[src/rtl/rtcisp_pkg.sv]
// constants and types of the two-wire slave port of the clock device
// assumes a 20 MHz system clock; bus pins are sampled, never used as clocks
// Summary of operation
// - first byte after start: address plus direction
// - answer only to fixed address 68 (address byte d0 or d1)
// - direction 0 writes, direction 1 (d1) reads
// - foreign address: no ack, ignore until start
// - second write byte loads the memory pointer
// - multi-byte write accepts each data byte in turn while the write buffer has room; a byte that finds it full gets nack
// - read starts at current address counter value
// - pointer-only write then restart sets read address
// - read continues while master acks each byte
// - scl low past long limit resets port
// - timeout counts only while oscillator runs
// - device never stretches scl
// - sda driven low or released, never high
// - ninth bit is ack low, nack high
// - msb first, device samples on scl rise
// - device changes sda after scl fall
package rtcisp_pkg;

    localparam logic [6:0] RTCISP_SLAVE_ADDR = 7'h68;
    localparam logic [7:0] RTCISP_PTR_RESET = 8'h00;
    localparam int RTCISP_CLK_PERIOD_NS = 50;
    localparam int RTCISP_SCL_LOW_LIMIT_SHORT_US = 25;
    localparam int RTCISP_SCL_LOW_LIMIT_LONG_US = 35;
    localparam int RTCISP_SCL_LOW_LONG_CYC =
        (RTCISP_SCL_LOW_LIMIT_LONG_US * 1000) / RTCISP_CLK_PERIOD_NS;
    localparam int RTCISP_TIMER_W = 20;
    localparam logic [3:0] RTCISP_BITS_PER_BYTE = 4'h8;

    localparam logic [1:0] RTCISP_PH_ADDR = 2'h0;
    localparam logic [1:0] RTCISP_PH_PTR = 2'h1;
    localparam logic [1:0] RTCISP_PH_DATA = 2'h2;

    typedef enum logic [4:0]
    {
        RTCISP_IDLE = 5'h01,
        RTCISP_RECV = 5'h02,
        RTCISP_RACK = 5'h04,
        RTCISP_SEND = 5'h08,
        RTCISP_MACK = 5'h10
    } rtcisp_state_t;

    typedef struct packed
    {
        logic [7:0] addr;
        logic [7:0] data;
    } rtcisp_wr_t;

endpackage

[src/rtl/rtcisp_slave.sv]
// two-wire slave port: address match, pointer, write stream, read stream
// assumes open-drain bus resolved outside; memory answers rd_data on the
// clock after rd_addr changes; osc_run comes from logic on this clock
`timescale 1ns/100ps
`default_nettype none
module rtcisp_slave
#(
    parameter int TIMEOUT_CYCLES = rtcisp_pkg::RTCISP_SCL_LOW_LONG_CYC
)
(
    // clock and reset
    input wire logic clk,
    input wire logic reset,
    // bus pins
    input wire logic scl_in,
    input wire logic sda_in,
    output logic sda_out,
    output logic sda_oe,
    // oscillator status
    input wire logic osc_run,
    // write stream to memory
    output var rtcisp_pkg::rtcisp_wr_t wr_item,
    output logic wr_valid,
    input wire logic wr_ready,
    // read port of memory
    output logic [7:0] rd_addr,
    input wire logic [7:0] rd_data
);
    import rtcisp_pkg::*;

    // ********************
    // pin sampling
    // ********************
    logic scl_s1_reg, scl_s2_reg, scl_s3_reg;
    logic sda_s1_reg, sda_s2_reg, sda_s3_reg;

    always_ff @(posedge clk or posedge reset)
    begin
        if (reset)
        begin
            scl_s1_reg <= 1'b1;
            scl_s2_reg <= 1'b1;
            scl_s3_reg <= 1'b1;
            sda_s1_reg <= 1'b1;
            sda_s2_reg <= 1'b1;
            sda_s3_reg <= 1'b1;
        end
        else
        begin
            scl_s1_reg <= scl_in;
            scl_s2_reg <= scl_s1_reg;
            scl_s3_reg <= scl_s2_reg;
            sda_s1_reg <= sda_in;
            sda_s2_reg <= sda_s1_reg;
            sda_s3_reg <= sda_s2_reg;
        end
    end

    logic scl_rise, scl_fall, start_seen, stop_seen;
    logic [7:0] rx_byte;
    assign scl_rise = scl_s2_reg & ~scl_s3_reg;
    assign scl_fall = ~scl_s2_reg & scl_s3_reg;
    assign start_seen = scl_s2_reg & scl_s3_reg & ~sda_s2_reg & sda_s3_reg;
    assign stop_seen = scl_s2_reg & scl_s3_reg & sda_s2_reg & ~sda_s3_reg;

    // ********************
    // protocol engine
    // ********************
    rtcisp_state_t state_reg, state_next;
    logic [1:0] phase_reg, phase_next;
    logic [3:0] cnt_reg, cnt_next;
    logic [7:0] shift_reg, shift_next;
    logic [7:0] tx_reg, tx_next;
    logic [7:0] ptr_reg, ptr_next;
    logic rw_reg, rw_next;
    logic ack_reg, ack_next;
    logic oe_reg, oe_next;
    logic [RTCISP_TIMER_W-1:0] timer_reg, timer_next;
    logic push;
    logic buf_room;
    rtcisp_wr_t push_item;
    logic timed_out;

    assign rx_byte = {shift_reg[6:0], sda_s2_reg};
    assign timed_out = (int'(timer_reg) >= TIMEOUT_CYCLES - 1) && !scl_s2_reg && osc_run;

    always_comb
    begin
        state_next = state_reg;
        phase_next = phase_reg;
        cnt_next = cnt_reg;
        shift_next = shift_reg;
        tx_next = tx_reg;
        ptr_next = ptr_reg;
        rw_next = rw_reg;
        ack_next = ack_reg;
        oe_next = oe_reg;
        push = 1'b0;
        push_item = '{addr: ptr_reg, data: rx_byte};
        // low-time watchdog runs only with the oscillator
        if (!osc_run || scl_s2_reg)
            timer_next = '0;
        else if (!timed_out)
            timer_next = timer_reg + 1'b1;
        else
            timer_next = timer_reg;
        if (timed_out)
        begin
            state_next = RTCISP_IDLE;
            oe_next = 1'b0;
        end
        else if (start_seen)
        begin
            state_next = RTCISP_RECV;
            phase_next = RTCISP_PH_ADDR;
            cnt_next = 4'h0;
            oe_next = 1'b0;
        end
        else if (stop_seen)
        begin
            state_next = RTCISP_IDLE;
            oe_next = 1'b0;
        end
        else
        begin
            unique case (state_reg)
                RTCISP_IDLE:
                begin
                    oe_next = 1'b0;
                end
                RTCISP_RECV:
                begin
                    if (scl_rise && cnt_reg < RTCISP_BITS_PER_BYTE)
                    begin
                        shift_next = rx_byte;
                        cnt_next = cnt_reg + 1'b1;
                        if (cnt_reg == RTCISP_BITS_PER_BYTE - 4'h1)
                        begin
                            unique case (phase_reg)
                                RTCISP_PH_ADDR:
                                begin
                                    ack_next = (rx_byte[7:1] == RTCISP_SLAVE_ADDR);
                                    rw_next = rx_byte[0];
                                end
                                RTCISP_PH_PTR:
                                begin
                                    ack_next = 1'b1;
                                    ptr_next = rx_byte;
                                end
                                default:
                                begin
                                    ack_next = buf_room; // full buffer answers nack
                                    push = buf_room;
                                    if (buf_room)
                                        ptr_next = ptr_reg + 8'h01;
                                end
                            endcase
                        end
                    end
                    else if (scl_fall && cnt_reg == RTCISP_BITS_PER_BYTE)
                    begin
                        if (ack_reg)
                        begin
                            state_next = RTCISP_RACK;
                            oe_next = 1'b1;
                        end
                        else
                            state_next = RTCISP_IDLE;
                    end
                end
                RTCISP_RACK:
                begin
                    if (scl_fall)
                    begin
                        cnt_next = 4'h0;
                        if (phase_reg == RTCISP_PH_ADDR && rw_reg)
                        begin
                            state_next = RTCISP_SEND;
                            tx_next = rd_data;
                            oe_next = ~rd_data[7];
                        end
                        else
                        begin
                            state_next = RTCISP_RECV;
                            oe_next = 1'b0;
                            if (phase_reg == RTCISP_PH_ADDR)
                                phase_next = RTCISP_PH_PTR;
                            else
                                phase_next = RTCISP_PH_DATA;
                        end
                    end
                end
                RTCISP_SEND:
                begin
                    if (scl_rise)
                        cnt_next = cnt_reg + 1'b1;
                    else if (scl_fall)
                    begin
                        if (cnt_reg == RTCISP_BITS_PER_BYTE)
                        begin
                            state_next = RTCISP_MACK;
                            oe_next = 1'b0;
                            ptr_next = ptr_reg + 8'h01;
                        end
                        else
                        begin
                            tx_next = {tx_reg[6:0], 1'b0};
                            oe_next = ~tx_reg[6];
                        end
                    end
                end
                RTCISP_MACK:
                begin
                    if (scl_rise)
                        ack_next = ~sda_s2_reg;
                    else if (scl_fall)
                    begin
                        cnt_next = 4'h0;
                        if (ack_reg)
                        begin
                            state_next = RTCISP_SEND;
                            tx_next = rd_data;
                            oe_next = ~rd_data[7];
                        end
                        else
                            state_next = RTCISP_IDLE;
                    end
                end
            endcase
        end
    end

    always_ff @(posedge clk or posedge reset)
    begin
        if (reset)
        begin
            state_reg <= RTCISP_IDLE;
            phase_reg <= RTCISP_PH_ADDR;
            cnt_reg <= 4'h0;
            shift_reg <= 8'h00;
            tx_reg <= 8'h00;
            ptr_reg <= RTCISP_PTR_RESET;
            rw_reg <= 1'b0;
            ack_reg <= 1'b0;
            oe_reg <= 1'b0;
            timer_reg <= '0;
        end
        else
        begin
            state_reg <= state_next;
            phase_reg <= phase_next;
            cnt_reg <= cnt_next;
            shift_reg <= shift_next;
            tx_reg <= tx_next;
            ptr_reg <= ptr_next;
            rw_reg <= rw_next;
            ack_reg <= ack_next;
            oe_reg <= oe_next;
            timer_reg <= timer_next;
        end
    end

    // ********************
    // two-entry write buffer
    // ********************
    rtcisp_wr_t head_reg, head_next, tail_reg, tail_next;
    logic head_v_reg, head_v_next, tail_v_reg, tail_v_next;
    logic [7:0] rd_addr_reg;

    assign buf_room = ~tail_v_reg;

    always_comb
    begin
        head_next = head_reg;
        head_v_next = head_v_reg;
        tail_next = tail_reg;
        tail_v_next = tail_v_reg;
        if (head_v_reg && wr_ready)
        begin
            head_next = tail_reg;
            head_v_next = tail_v_reg;
            tail_v_next = 1'b0;
        end
        if (push)
        begin
            if (!head_v_next)
            begin
                head_next = push_item;
                head_v_next = 1'b1;
            end
            else
            begin
                tail_next = push_item;
                tail_v_next = 1'b1;
            end
        end
    end

    always_ff @(posedge clk or posedge reset)
    begin
        if (reset)
        begin
            head_reg <= '0;
            tail_reg <= '0;
            head_v_reg <= 1'b0;
            tail_v_reg <= 1'b0;
            rd_addr_reg <= RTCISP_PTR_RESET;
        end
        else
        begin
            head_reg <= head_next;
            tail_reg <= tail_next;
            head_v_reg <= head_v_next;
            tail_v_reg <= tail_v_next;
            rd_addr_reg <= ptr_next;
        end
    end

    // sda only ever pulled low; scl has no driver at all
    assign sda_out = 1'b0;
    assign sda_oe = oe_reg;
    assign wr_item = head_reg;
    assign wr_valid = head_v_reg;
    assign rd_addr = rd_addr_reg;
endmodule
`default_nettype wire

[config.mk]
export PLATFORM = sky130hd
export DESIGN_NAME = rtcisp_slave
export DESIGN_NICKNAME = d
export VERILOG_FILES = /design/src/rtl/rtcisp_pkg.sv /design/src/rtl/rtcisp_slave.sv
export SDC_FILE = /design/constraint.sdc
export NUM_CORES = 1
export LEC_CHECK = 0
export BUFFER_PORTS_ARGS = -buffer_cell sky130_fd_sc_hd__buf_2
export CORE_MARGIN = 3
export CORE_UTILIZATION = 54
export DETAILED_ROUTE_END_ITERATION = 7
export PLACE_DENSITY = 0.79
export RECOVER_POWER = 100
export SYNTH_ARGS = -nofsm -noshare
export SYNTH_HDL_FRONTEND = slang
export SYNTH_SLANG_ARGS = --single-unit
export TNS_END_PERCENT = 30
[constraint.sdc]
create_clock -name clk -period 2.65 [get_ports clk]
set_input_delay 0.265 -clock clk [delete_from_list [all_inputs] [get_ports clk]]
set_output_delay 0.265 -clock clk [all_outputs]
set_load 0.1 [all_outputs]
### Yosys cells after proc, flatten, opt, wreduce, memory -nomap -nowiden

Index checks and enable logic that the tools add are counted.

* register bits after elaboration: 96
* latch bits: 0
* RAM bits: 0
* bits in read-only memories: 0
* input bits: 14
* output and inout port bits: 27
* logic and storage cells: 193
* memories: 0

* $add $sub $neg: 3
* $mul: 0
* divide/modulo/power cells: 0
* order comparisons: 2
* equal/unequal tests: 39
* shift operators: 0
* multiplexer cells: 82
* bitwise gates (word level): 17
* reductions and logical operators: 28

Operator list (number)
* two-way mux 7 bit: 8
* two-way mux 5 bit: 11
* != test 5 bit, second input constant: 10
* two-way mux 16 bit: 3
* two-way mux 8 bit: 6
* two-way mux 20 bit: 2
* two-way mux 4 bit: 8
* case mux 8 bit (2 select lines): 2
* != test 2 bit, second input constant: 15
* two-way mux 1 bit: 29
* case mux 7 bit (3 select lines): 1
* adder 20 x 1 -> 20 bit, second input constant: 1
* >= comparator 20 x 10 -> 1 bit, second input constant: 1
* case mux 5 bit (4 select lines): 1
* AND reduction 9 bit: 2
* case mux 4 bit (4 select lines): 1
* AND reduction 7 bit: 2
* two-way mux 2 bit: 6
* AND reduction 12 bit: 1
* AND reduction 11 bit: 1
* NOT 1 bit: 10
* AND reduction 5 bit: 2
* != test 3 bit, second input constant: 3
* adder 8 x 1 -> 8 bit, second input constant: 1
* 28 further kinds: 44

### Longest topological paths before layout

* depth after elaboration: 10
* gate-level depth with buffers: 8
* mapped depth without buffers: 7

### Least setup slack after synthesis

No wires, ideal clock.

* path kind: register -> register
* start: register scl_s2_reg
* end: register rd_addr_reg[0] (netlist: rd_addr[0])
* arrival time: 2.071 ns
* required time: 2.526 ns
* setup slack: 0.455 ns
* cell stages (with the launch flop): 6
* period minus slack after synthesis: 2.195 ns
* cells stage by stage: dfstp_2 -> or3b_4 -> a2111o_1 -> a211oi_2 -> nand2_2 -> a211o_1

* word-level cells in the longest chain between the ends: 5

Ends and longest elaborated chain
* from (decl): line rtcisp_slave.sv:34 `logic scl_s1_reg, scl_s2_reg, scl_s3_reg;`
* from (signal assigned): line rtcisp_slave.sv:51 `scl_s2_reg <= scl_s1_reg;`
* AND 1 bit / logical NOT 1 bit (equally long branches): line rtcisp_slave.sv:63, rtcisp_slave.sv:64, rtcisp_slave.sv:85
* AND 1 bit, or another cell as far along (2 in series): line rtcisp_slave.sv:64 `assign stop_seen = scl_s2_reg & scl_s3_reg & sda_s2_reg & ~sda_s3_reg;`
* NOT 1 bit (no source line)
* AND reduction 11 bit (no source line) (*)
* to (signal assigned): line rtcisp_slave.sv:315 `rd_addr_reg <= ptr_next;`
* to (decl): line rtcisp_slave.sv:268 `logic [7:0] rd_addr_reg;`

Every way passes the cells marked *; elsewhere a longest branch is shown, timed or not.
A chain may end at the register's enable or synchronous reset.

### Final worst setup path

Ends and elaborated chain as after synthesis.

==> flow_metrics.tcl <==
set metrics [dict create \
    cts-resized-gates 0 \
    cp_max_fo 10 \
    regToRegSetupSlack_ns 0.20 \
    grt_use_met2_pct 33.6 \
    drc_errors 0 \
    io_buffers 39 \
    skew_ns 0.0111 \
    cts_tree "yes" \
    clk_latency_ns 0.37 \
    htree_levels 3 \
    async_flop_share_pct 100 \
    syn_avg_cell_area_um2 10.4 \
    critPathArrivalTime_ns 2.72 \
    worstMarginPinSlew_ns 1.58 \
    synth_seq_area_share_pct 50.2 \
    start_kind "flip-flop" \
    drtPass1Iterations 5 \
    wl_um 10200 \
    status "finished with violations" \
    wire_per_inst_um 16.6 \
    dp.cells 600 \
    hp-start "rd_data[0]" \
    hold_viol 0 \
    cts_hold_buffers 2 \
    dominantRegCellSynth "dfrtp_1" \
    fp.dieH_um 100 \
    path_depth 5 \
    path_clk_slew_ns 0.10 \
    drv_slew 39 \
    slowest_delay_ns 0.63 \
    period_share_pct 92.6 \
    rr_endpoint "rd_addr[0]" \
    endpoint_kind "flip-flop" \
    synth_top_family_by_area "simple AND/OR/NAND/NOR gates" \
    vias_per_cell 6.14 \
    syn_nets 480 \
    crit_type "flip-flop to flip-flop" \
    ys_warn_count 0 \
    holdWs_ns 0.144 \
    power_density_mw_per_mm2 773 \
    timing.fmax_mhz 408 \
    setup_viol 0 \
    min_period_ns 2.45 \
    critPathRequiredTime_ns 2.91 \
    r2r_cells 5 \
    worstPathCellList "or3b_1 -> a2111o_1 -> a211oi_2 -> nand2_1 -> a211o_1" \
    antenna_found_initial 0 \
    grt_pass1_wl_um 17300 \
    first_iter_violations 280 \
    instances_no_fill 618 \
    crit_path_top_delay_cell "dfstp_2" \
    post_cts_buffers 0 \
    area_delta_synth_final_pct 10.9 \
    slew_headroom_pct -6.00 \
    initial_core_util_pct 57.0 \
    drive_above_1_share_pct 17.2 \
    dp_slack_ns 0.265 \
    core_area_mm2 0.00842 \
    hpwl_um 7200 \
    cts_buffers 9 \
    diodes 0 \
    die_w_um 100 \
    vias 3797 \
    rr_startpoint "scl_s2_reg" \
    nets 526 \
    synth_compound_area_share_pct 13.3 \
    setup_tns_ns 0 \
    cts_sinks 96 \
    clockBufferDepth 2 \
    yosys.area_share.xor_xnor_pct 1.64 \
    power.total_mw 4.12 \
    grt_max_degree 39 \
    synth_edf_count 0 \
    synthMuxAreaShare_pct 11.7 \
    ys_ff_latch 96 \
    busiest_layer "met2" \
    cts_root_buffer "clkbuf_8" \
    met3_usage_pct 4.73 \
    grt_setup_unrepaired "false" \
    startpoint "scl_s2_reg" \
    drtAntennaViolNets 0 \
    synthesis.area_mm2 0.00480 \
    dieArea_mm2 0.0101 \
    final_common_cell "dfrtp_1" \
    synthAdderAreaFrac_pct 1.04 \
    largest_reg_flops 20 \
    synth_cell_types 68 \
    final_cell_mix "89 x dfrtp_1, 46 x nand2_1, 37 x nor2_1, 32 x mux2_2, 29 x clkbuf_1" \
    grt_pass1_vias 3561 \
    cap_violations 1 \
    synth-simple-area-share_pct 19.6 \
    p_leak_nw 2.64 \
    critPathBufInv 0 \
    worst_ir_drop_vdd_v 0.000378 \
    violations "max-capacitance violations, max-slew violations" \
    met1_usage_pct 29.0 \
    min_to "tx_reg[0]" \
    place.gp.congestion 1.03 \
    crit_family "compound AO/OA/AOI/OAI gates" \
    pin_count 41 \
    syn_inst 462 \
    min_delay_path_depth 3 \
    grt_overflow 0 \
    hold_path.class "input pin to flip-flop" \
    track_usage_pct 21.3 \
    rows 33 \
    worst_slack_ns 0.197 \
]
## final cells by class
cell class	count	area [µm²]
Sequential cell	96	2410
Clock inverter	7	104
Multi-Input combinational cell	338	2250
Inverter	7	27.5
Clock buffer	9	124
Fill cell	705	3100
Tap cell	105	131
Timing Repair Buffer	56	279
## Yosys cell counts, types with 3 or more instances
master	number	area [µm²]
nor4b_1	3	26.3
inv_1	7	26.3
dfrtp_1	89	2230
a31oi_1	6	37.5
nor3_1	6	30.0
a211o_1	3	26.3
buf_2	6	30.0
nand3_1	18	90.1
nand2b_1	5	31.3
and2_1	13	81.3
o211ai_1	10	75.1
o21ai_0	19	95.1
a21oi_1	26	130
nand4_1	4	25.0
mux2i_1	19	190
nor2_1	37	139
xor2_1	7	61.3
nor4_1	5	31.3
dfstp_2	7	184
a211oi_1	4	30.0
mux2_2	33	372
and3_1	8	50.1
clkbuf_1	13	48.8
or4_1	4	30.0
nand2_1	45	169
nor3b_1	3	22.5
nor2b_1	5	31.3
ha_1	4	50.1
or3_1	3	18.8
## worst reg2reg max path: stages, from the launching register on
cell and delay [ns]:
dfstp_2 0.63, or3b_1 0.43, a2111o_1 0.44, a211oi_2 0.37, nand2_1 0.17, a211o_1 0.31
## cells by family (layout without fill, tap and decap cells)
family | count (synthesis) | count (layout)
AND/OR/NAND/NOR | 177 | 177
flip-flops | 96 | 96
AO/OA/AOI/OAI | 95 | 95
multiplexers | 52 | 52
buffers and inverters | 28 | 79
XOR/XNOR | 9 | 9
adder cells (fa/ha/maj) | 4 | 4
other | 1 | 1
## worst max-delay path by stage
stage	to	slack (ns)
after floorplan	rd_addr[0]	0.46
after global placement	rd_addr[0]	0.34
after detailed placement	rd_addr[0]	0.26
after CTS	rd_addr[0]	0.25
after global routing	state_reg[2]	0.07
final	rd_addr[0]	0.20
## stage by stage
stage               instance area (µm²)  utilization (%)
global placement                   5170             61.4
detailed placement                 5170             61.4
global route                       5330             63.3
CTS                                5420             64.3
floorplan                          4810                -
finish                             5330             63.3
## metal layers
layer / part of all wire (%) / up-vias
li1: - / 1783
met1: 44 / 1840
met2: 47 / 147
met3: 6.5 / 27
met4: 1.7 / 0
met5: 0 / -
## report_power, final
| group | leakage (nW) | switching [mW] | internal (mW) |
|---|---|---|---|
| logic | 1.24 | 0.850 | 0.332 |
| clock network | 0.114 | 0.540 | 0.543 |
| registers | 1.29 | 0.225 | 1.63 |
(Power assumes the default switching activity.)
